--- config.mk ---
export PLATFORM = sky130hd
export DESIGN_NAME = subtract_xor_swap_alu
export DESIGN_NICKNAME = d
export VERILOG_FILES = /design/src/rtl/alu_ops_pkg.sv /design/src/rtl/alu_link_if.sv /design/src/rtl/sub_xor_swap_calc.sv /design/src/rtl/subtract_xor_swap_alu.sv
export SDC_FILE = /design/constraint.sdc
export NUM_CORES = 1
export LEC_CHECK = 0
export ABC_AREA = 1
export BUFFER_PORTS_ARGS = -buffer_cell sky130_fd_sc_hd__buf_2
export CAP_MARGIN = 40
export CORE_MARGIN = 4
export CORE_UTILIZATION = 46
export CTS_CLUSTER_SIZE = 12
export DETAILED_ROUTE_END_ITERATION = 6
export GPL_TIMING_DRIVEN = 0
export PLACE_DENSITY = 0.74
export SLEW_MARGIN = 20
export SYNTH_ARGS = -nofsm -noshare
export SYNTH_HDL_FRONTEND = slang
export SYNTH_SLANG_ARGS = --single-unit
--- constraint.sdc ---
create_clock -name clock_in -period 3.05 [get_ports clock_in]
set_clock_uncertainty 0.1 [all_clocks]
set_input_delay 0.7625 -clock clock_in [delete_from_list [all_inputs] [get_ports clock_in]]
set_output_delay 0.7625 -clock clock_in [all_outputs]
set_load 0.01 [all_outputs]
--- src/rtl/alu_ops_pkg.sv ---
// constants and types shared by the subtract / xor / swap datapath
package alu_ops_pkg;

    localparam int unsigned DATA_W      = 8;
    localparam int unsigned ADDR_W      = 7;
    localparam int unsigned NIBBLE_W    = 4;
    localparam int unsigned LO_NIB_LSB  = 0;
    localparam int unsigned HI_NIB_LSB  = 4;
    localparam int unsigned DC_BIT      = 4;

    localparam logic [DATA_W-1:0] WORK_RESET    = 8'h00;
    localparam logic [ADDR_W-1:0] ADDR_RESET    = 7'h00;
    localparam logic              FLAG_RESET    = 1'b0;
    localparam logic              DEST_WORK     = 1'b0;
    localparam logic              DEST_FILE     = 1'b1;
    localparam logic [DATA_W-1:0] ZERO_BYTE     = 8'h00;

    // one result per accepted instruction, available one clock after the request
    localparam int unsigned RESULT_LATENCY = 1;

    typedef enum logic [2:0] {
        LITERAL_MINUS_WORK,
        XOR_LITERAL_INTO_WORK,
        FILE_MINUS_WORK,
        XOR_WORK_WITH_FILE,
        NIBBLE_EXCHANGE_FILE
    } op_t;

endpackage

--- src/rtl/alu_link_if.sv ---
// operand and result bundle between the datapath control and its arithmetic unit
`timescale 1ns/1ps
interface alu_link_if;
    import alu_ops_pkg::*;

    op_t               op;
    logic [DATA_W-1:0] src;
    logic [DATA_W-1:0] work;
    logic [DATA_W-1:0] result;
    logic              carry;
    logic              digit_carry;
    logic              zero;
    logic              update_carries;
    logic              update_zero;
    logic              known_op;

    modport requester (
        output op,
        output src,
        output work,
        input  result,
        input  carry,
        input  digit_carry,
        input  zero,
        input  update_carries,
        input  update_zero,
        input  known_op
    );

    modport calc (
        input  op,
        input  src,
        input  work,
        output result,
        output carry,
        output digit_carry,
        output zero,
        output update_carries,
        output update_zero,
        output known_op
    );
endinterface

--- src/rtl/sub_xor_swap_calc.sv ---
// combinational arithmetic for subtract, exclusive-or and nibble exchange
`timescale 1ns/1ps
module sub_xor_swap_calc
    import alu_ops_pkg::*;
(
    alu_link_if.calc link
);

    logic [DATA_W:0]   diff;
    logic [NIBBLE_W:0] nib_diff;

    always_comb begin
        // src + ~work + 1: the carry out is set exactly when no borrow occurs
        diff     = {1'b0, link.src} + {1'b0, ~link.work} + 9'h001;
        nib_diff = {1'b0, link.src[NIBBLE_W-1:0]} + {1'b0, ~link.work[NIBBLE_W-1:0]} + 5'h01;
        link.result         = ZERO_BYTE;
        link.carry          = 1'b0;
        link.digit_carry    = 1'b0;
        link.update_carries = 1'b0;
        link.update_zero    = 1'b0;
        link.known_op       = 1'b1;
        case (link.op)
            LITERAL_MINUS_WORK, FILE_MINUS_WORK: begin
                link.result         = diff[DATA_W-1:0];
                link.carry          = diff[DATA_W];
                link.digit_carry    = nib_diff[NIBBLE_W];
                link.update_carries = 1'b1;
                link.update_zero    = 1'b1;
            end
            XOR_LITERAL_INTO_WORK, XOR_WORK_WITH_FILE: begin
                link.result      = link.src ^ link.work;
                link.update_zero = 1'b1;
            end
            NIBBLE_EXCHANGE_FILE: begin
                link.result = {link.src[LO_NIB_LSB +: NIBBLE_W],
                               link.src[HI_NIB_LSB +: NIBBLE_W]};
            end
            default: begin
                link.known_op = 1'b0;
            end
        endcase
        link.zero = (link.result == ZERO_BYTE);
    end

endmodule // sub_xor_swap_calc

--- src/rtl/subtract_xor_swap_alu.sv ---
// execution datapath for literal/file subtract, exclusive-or and nibble exchange
`timescale 1ns/1ps
module subtract_xor_swap_alu
    import alu_ops_pkg::*;
(
    // clock and reset
    input  wire logic              clock_in,
    input  wire logic              rst_in,
    // instruction request from the decoder
    input  wire logic              op_valid_in,
    input  wire op_t               op_code_in,
    input  wire logic [DATA_W-1:0] literal_in,
    input  wire logic [ADDR_W-1:0] file_addr_in,
    input  wire logic              dest_in,
    // addressed file register contents, read in the same cycle
    input  wire logic [DATA_W-1:0] file_data_in,
    // architectural state
    output logic [DATA_W-1:0]      work_reg_out,
    output logic                   carry_flag_out,
    output logic                   digit_carry_flag_out,
    output logic                   zero_flag_out,
    // file register write-back
    output logic                   file_write_out,
    output logic [ADDR_W-1:0]      file_write_addr_out,
    output logic [DATA_W-1:0]      file_write_data_out,
    // completion
    output logic                   done_out
);

    typedef struct packed {
        logic [DATA_W-1:0] work;
        logic              carry;
        logic              digit_carry;
        logic              zero;
        logic              wr_en;
        logic [ADDR_W-1:0] wr_addr;
        logic [DATA_W-1:0] wr_data;
        logic              done;
    } state_t;

    localparam state_t STATE_RESET = '{
        work:        WORK_RESET,
        carry:       FLAG_RESET,
        digit_carry: FLAG_RESET,
        zero:        FLAG_RESET,
        wr_en:       1'b0,
        wr_addr:     ADDR_RESET,
        wr_data:     ZERO_BYTE,
        done:        1'b0
    };

    state_t state_reg;
    state_t state_next;

    alu_link_if link ();

    function automatic logic is_file_op(input op_t op);
        is_file_op = (op == FILE_MINUS_WORK) || (op == XOR_WORK_WITH_FILE) ||
                     (op == NIBBLE_EXCHANGE_FILE);
    endfunction

    function automatic logic is_sub_op(input op_t op);
        is_sub_op = (op == LITERAL_MINUS_WORK) || (op == FILE_MINUS_WORK);
    endfunction

    sub_xor_swap_calc u_calc (
        .link (link.calc)
    );

    // literal ops take the immediate, file ops the addressed register
    assign link.op   = op_code_in;
    assign link.src  = is_file_op(op_code_in) ? file_data_in : literal_in;
    assign link.work = state_reg.work;

    always_comb begin
        state_next         = state_reg;
        state_next.wr_en   = 1'b0;
        state_next.done    = 1'b0;
        // unknown codes are dropped silently so a decoder glitch cannot corrupt state
        if (op_valid_in && link.known_op) begin
            state_next.done = 1'b1;
            if (is_file_op(op_code_in) && (dest_in == DEST_FILE)) begin
                state_next.wr_en   = 1'b1;
                state_next.wr_addr = file_addr_in;
                state_next.wr_data = link.result;
            end else begin
                state_next.work = link.result;
            end
            if (link.update_carries) begin
                state_next.carry       = link.carry;
                state_next.digit_carry = link.digit_carry;
            end
            if (link.update_zero) begin
                state_next.zero = link.zero;
            end
        end
    end

    always_ff @(posedge clock_in) begin
        if (rst_in) begin
            state_reg <= STATE_RESET;
        end else begin
            state_reg <= state_next;
        end
    end

    assign work_reg_out         = state_reg.work;
    assign carry_flag_out       = state_reg.carry;
    assign digit_carry_flag_out = state_reg.digit_carry;
    assign zero_flag_out        = state_reg.zero;
    assign file_write_out       = state_reg.wr_en;
    assign file_write_addr_out  = state_reg.wr_addr;
    assign file_write_data_out  = state_reg.wr_data;
    assign done_out             = state_reg.done;

    // checks on the registered outputs, one clock after each request (one and two for AST_DEST_WORK), accepted or refused, or idle cycle

    AST_LITERAL_SUB: assert property (@(posedge clock_in) disable iff (rst_in)
        (op_valid_in && op_code_in == LITERAL_MINUS_WORK)
        |=> (work_reg_out == 8'($past(literal_in) - $past(work_reg_out)))
            && !file_write_out && done_out)
        else $error("literal subtract result wrong");

    AST_LITERAL_XOR: assert property (@(posedge clock_in) disable iff (rst_in)
        (op_valid_in && op_code_in == XOR_LITERAL_INTO_WORK)
        |=> (work_reg_out == ($past(literal_in) ^ $past(work_reg_out)))
            && $stable(carry_flag_out) && $stable(digit_carry_flag_out))
        else $error("literal xor result or flags wrong");

    AST_FILE_SUB_BACK: assert property (@(posedge clock_in) disable iff (rst_in)
        (op_valid_in && op_code_in == FILE_MINUS_WORK && dest_in == DEST_FILE)
        |=> file_write_out
            && (file_write_data_out == 8'($past(file_data_in) - $past(work_reg_out)))
            && (file_write_addr_out == $past(file_addr_in)))
        else $error("file subtract write-back wrong");

    AST_DEST_WORK: assert property (@(posedge clock_in) disable iff (rst_in)
        (op_valid_in && is_file_op(op_code_in) && dest_in == DEST_WORK)
        |=> !file_write_out ##1 !file_write_out || $past(op_valid_in))
        else $error("file write raised for work destination");

    AST_DEST_FILE: assert property (@(posedge clock_in) disable iff (rst_in)
        (op_valid_in && is_file_op(op_code_in) && dest_in == DEST_FILE)
        |=> file_write_out && $stable(work_reg_out))
        else $error("work register changed on file destination");

    AST_FILE_XOR_FLAGS: assert property (@(posedge clock_in) disable iff (rst_in)
        (op_valid_in && op_code_in == XOR_WORK_WITH_FILE && dest_in == DEST_WORK)
        |=> (work_reg_out == ($past(file_data_in) ^ $past(work_reg_out)))
            && (zero_flag_out == (work_reg_out == ZERO_BYTE))
            && $stable(carry_flag_out))
        else $error("file xor result or flags wrong");

    AST_SWAP: assert property (@(posedge clock_in) disable iff (rst_in)
        (op_valid_in && op_code_in == NIBBLE_EXCHANGE_FILE && dest_in == DEST_FILE)
        |=> (file_write_data_out == {$past(file_data_in[3:0]), $past(file_data_in[7:4])})
            && $stable(zero_flag_out) && $stable(carry_flag_out)
            && $stable(digit_carry_flag_out))
        else $error("nibble exchange wrong or flags touched");

    AST_SUB_CARRIES: assert property (@(posedge clock_in) disable iff (rst_in)
        (op_valid_in && is_sub_op(op_code_in))
        |=> (carry_flag_out == ($past(link.src) >= $past(work_reg_out)))
            && (digit_carry_flag_out ==
                ($past(link.src[3:0]) >= $past(work_reg_out[3:0]))))
        else $error("subtract borrow flags wrong");

    AST_IDLE_QUIET: assert property (@(posedge clock_in) disable iff (rst_in)
        !op_valid_in |=> !done_out && !file_write_out && $stable(work_reg_out))
        else $error("state changed without a request");

    AST_FILE_SUB_WORK: assert property (@(posedge clock_in) disable iff (rst_in)
        (op_valid_in && op_code_in == FILE_MINUS_WORK && dest_in == DEST_WORK)
        |=> (work_reg_out == 8'($past(file_data_in) - $past(work_reg_out)))
            && !file_write_out && done_out)
        else $error("file subtract to work wrong");

    AST_FILE_XOR_BACK: assert property (@(posedge clock_in) disable iff (rst_in)
        (op_valid_in && op_code_in == XOR_WORK_WITH_FILE && dest_in == DEST_FILE)
        |=> file_write_out
            && (file_write_data_out == ($past(file_data_in) ^ $past(work_reg_out)))
            && $stable(carry_flag_out) && $stable(digit_carry_flag_out))
        else $error("file xor write-back or flags wrong");

    AST_SWAP_WORK: assert property (@(posedge clock_in) disable iff (rst_in)
        (op_valid_in && op_code_in == NIBBLE_EXCHANGE_FILE && dest_in == DEST_WORK)
        |=> (work_reg_out == {$past(file_data_in[LO_NIB_LSB +: NIBBLE_W]),
                              $past(file_data_in[HI_NIB_LSB +: NIBBLE_W])})
            && !file_write_out && $stable(zero_flag_out) && $stable(carry_flag_out)
            && $stable(digit_carry_flag_out))
        else $error("nibble exchange to work wrong or flags touched");

    // literal ops have no file operand, so a stray destination bit must not write back
    AST_LIT_NO_WRITE: assert property (@(posedge clock_in) disable iff (rst_in)
        (op_valid_in && !is_file_op(op_code_in))
        |=> !file_write_out)
        else $error("file write raised by a literal op");

    // a difference and an xor are both zero exactly when the two operands are equal
    AST_ZERO_FLAG: assert property (@(posedge clock_in) disable iff (rst_in)
        (op_valid_in && (is_sub_op(op_code_in) || op_code_in == XOR_LITERAL_INTO_WORK
                         || op_code_in == XOR_WORK_WITH_FILE))
        |=> (zero_flag_out == ($past(link.src) == $past(work_reg_out))))
        else $error("zero flag wrong");

    AST_REFUSED_CODE: assert property (@(posedge clock_in) disable iff (rst_in)
        (op_valid_in && op_code_in > NIBBLE_EXCHANGE_FILE)
        |=> !done_out && !file_write_out && $stable(work_reg_out)
            && $stable(zero_flag_out) && $stable(carry_flag_out)
            && $stable(digit_carry_flag_out))
        else $error("unknown code changed state");

    AST_DONE_PULSE: assert property (@(posedge clock_in) disable iff (rst_in)
        (op_valid_in && op_code_in <= NIBBLE_EXCHANGE_FILE)
        |=> done_out)
        else $error("accepted op gave no completion pulse");

endmodule // subtract_xor_swap_alu

==> summary.md <==
| Metric | Value |
|---|---|
| Status | `finished clean` |
| CTS Hold Bufs | `0` |
| Distinct cells, synth | `35` |
| H-tree level count | `1` |
| Root Driver | `clkbuf_8` |
| WP data required | `3160 ps` |
| RSZ-0062 raised after global routing | `false` |
| Most used DFF post-synth | `dfxtp_1` |
| Max Slew Vio Count | `0` |
| Tot GR Track Use | `0.187` |
| Wire length on met1 | `2.25 mm` |
| Total Power | `933 uW` |
| Max Clk Rate | `0.343 GHz` |
| Hold crit path type | `flop to flop` |
| Die Y | `70.9 um` |
| Met3 routed WL | `289 um` |
| Async SR Flop Fraction | `0` |
| I/O pin count | `58` |
| Worst Hold Slack | `402 ps` |
| Antenna Nets Post-Route | `0` |
| Die area | `0.00503 mm2` |
| Antenna cells | `0` |
| Tmin final | `2910 ps` |
| Cell accounting for the most synthesized area | `dfxtp_1` |
| Element type at the critical path end | `flop` |
| Clk pin slew, worst setup/hold paths | `90 ps` |
| Drt via density | `4.83` |
| FP Rows | `22` |
| Yosys warns | `0` |
| RePlAce Congestion | `0.902` |
| Wire per inst | `12.3 um` |
| Seq cells post-synth | `28` |
| Clk_lat worst skew | `270 ps` |
| Post-layout utilization of the core | `0.597` |
| Post-Syn Area per Cell | `6.75 um2` |
| WL met2 | `2.08 mm` |
| Tcrit/Tclk final | `0.955` |
| Starting Density | `0.487` |
| Largest net degree at the start of global routing | `16` |
| Syn Std Cell Area | `0.00182 mm2` |
| DR DRC count | `0` |
| Vias | `1826` |
| Setup crit start kind | `primary input` |
| Placeable Area | `0.00374 mm2` |
| Layout Area Growth over Synthesis | `22.7%` |
| Max IR drop VDD | `0.373 mV` |
| Finished layout cell area | `0.00223 mm2` |
| Fin nets | `371` |
| Largest buffer count on any clock path | `2` |
| Post-synth EDFFs | `0` |
| TritonCTS Buffers | `3` |
| Cell Area, Placed | `0.00216 mm2` |
| # clock sinks | `28` |
| Final wirelength | `4.64 mm` |
| Static leakage | `0.00127 uW` |
| Initial DRC Count | `75` |
| Max-Cap Viols | `0` |
| Synth Net Count | `310` |
| Vias in the first global route | `1653` |
| Sequential element share of the synthesized area | `0.308` |
| Share of post-route cells with drive strength above 1 | `0.267` |
| Grt ovf | `0` |
| Initial antenna violation count | `0` |
| Length of the first detailed-routing pass in iterations | `4` |
| Kind of critical path | `primary input to flop` |
| Die Wd | `70.9 um` |
| CTS tree | `yes` |
| WP data arrival | `3030 ps` |
| Cells after Synth | `270` |
| First-pass GRT wire length | `7.69 mm` |
| Commonest cells post-synth | `inv_1 (52), nand2_1 (40), nor2_1 (29), dfxtp_1 (28), o21ai_0 (27)` |
| Top fanout value on the critical path | `10` |
| Synth area leaders | `dfxtp_1 (31%), inv_1 (11%), nand2_1 (8.2%), o21ai_0 (7.4%), ha_1 (6.2%)` |
| Detailed placer's ending HPWL | `3.79 mm` |
| Final hold vios | `0` |
| Setup violators final | `0` |
| Post-synth top area share | `0.308` |
| Number of port buffers | `56` |
| Slew headroom | `0.712` |
| PwrDens | `418 mW/mm2` |
| Top-count cell post-synth | `inv_1` |
| Slew @ Worst Pin | `433 ps` |
| Top Layer Used | `met4` |
## cells by family after synthesis
group	Yosys count	share of synthesized area
and+or+nand+nor	112	0.288
adders and majority gates	10	0.0728
DFF	28	0.308
AOI/OAI and AO/OA	56	0.179
muxes	1	0.00549
buffers and inverters	63	0.147
## registers in the layout, summed over array words and instances (netlist names)
signal                count
digit_carry_flag_out      1
file_write_data_out       8
file_write_out            1
zero_flag_out             1
file_write_addr_out       7
carry_flag_out            1
work_reg_out              8
done_out                  1
## repair_timing
item,in CTS,in global routing
buffers inserted,0,0
endpoints found under the setup margin,0,4
gates resized for setup,0,6
## cells in the final DEF, fill, tap and decap left out, types with 3 or more instances in the layout
cell	count
o211ai_1	3
ha_1	9
or2_2	3
o21bai_1	3
clkbuf_8	4
o21ai_0	26
clkbuf_1	3
nand2_4	3
buf_2	56
inv_1	52
nor2_1	28
o21ai_1	4
nand3_1	22
nand2_1	40
o21a_1	3
dfxtp_1	28
a21oi_1	11
nand3b_1	3
inv_2	3
nand2_2	4
## metal layers
metal	vias up	global-route usage
met5	-	0
met4	0	0.0334
met3	4	0.0369
met2	55	0.292
met1	790	0.270
li1	977	-
## critical path, stage by stage
cell,delay [ps]
buf_2,130
nor2_4,150
nand2_4,100
nand2_4,90
buf_12,130
inv_4,60
nand2_1,60
o21ai_0,100
ha_1,360
or2_2,330
nand3_1,110
nand3_1,80
nand3_1,80
nand2_1,110
nor2_2,150
nand3_1,110
a21oi_2,120
## layout make-up
class | instances | area, um2
Inverter | 56 | 213
Timing Repair Buffer | 56 | 283
Tap cell | 48 | 60.1
Buffer | 7 | 55.1
Clock buffer | 4 | 55.1
Multi-Input combinational cell | 179 | 1010
Sequential cell | 28 | 561
Fill cell | 393 | 1510
## path summary, 6_finish.rpt
kind,startpoint,slack (ps),depth (start not counted),end
worst min register to register,file_write_data_out[4],400,2,file_write_data_out[4]
worst min-delay path,file_write_data_out[4],400,2,file_write_data_out[4]
worst max register to register,work_reg_out[0],990,13,zero_flag_out
worst max-delay path,op_code_in[1],140,17,zero_flag_out
## per-stage QoR
stage                     TNS [ps]  cells  worst slack (ps)
after floorplan                  0    270               238
after CTS                        0    378              13.1
after global placement        -567    374              -204
after detailed placement      -851    374              -232
final                            0    378               136
after global routing             0    378              4.13
## report_power, final
part / switching, uW / leakage [uW] / internal [uW]
registers: 10.9 / 0.000229 / 384
clock network: 111 / 0.0000288 / 116
logic: 191 / 0.00101 / 121
total: 312 / 0.00127 / 621
No activity file was read; power rests on OpenSTA's default activity.
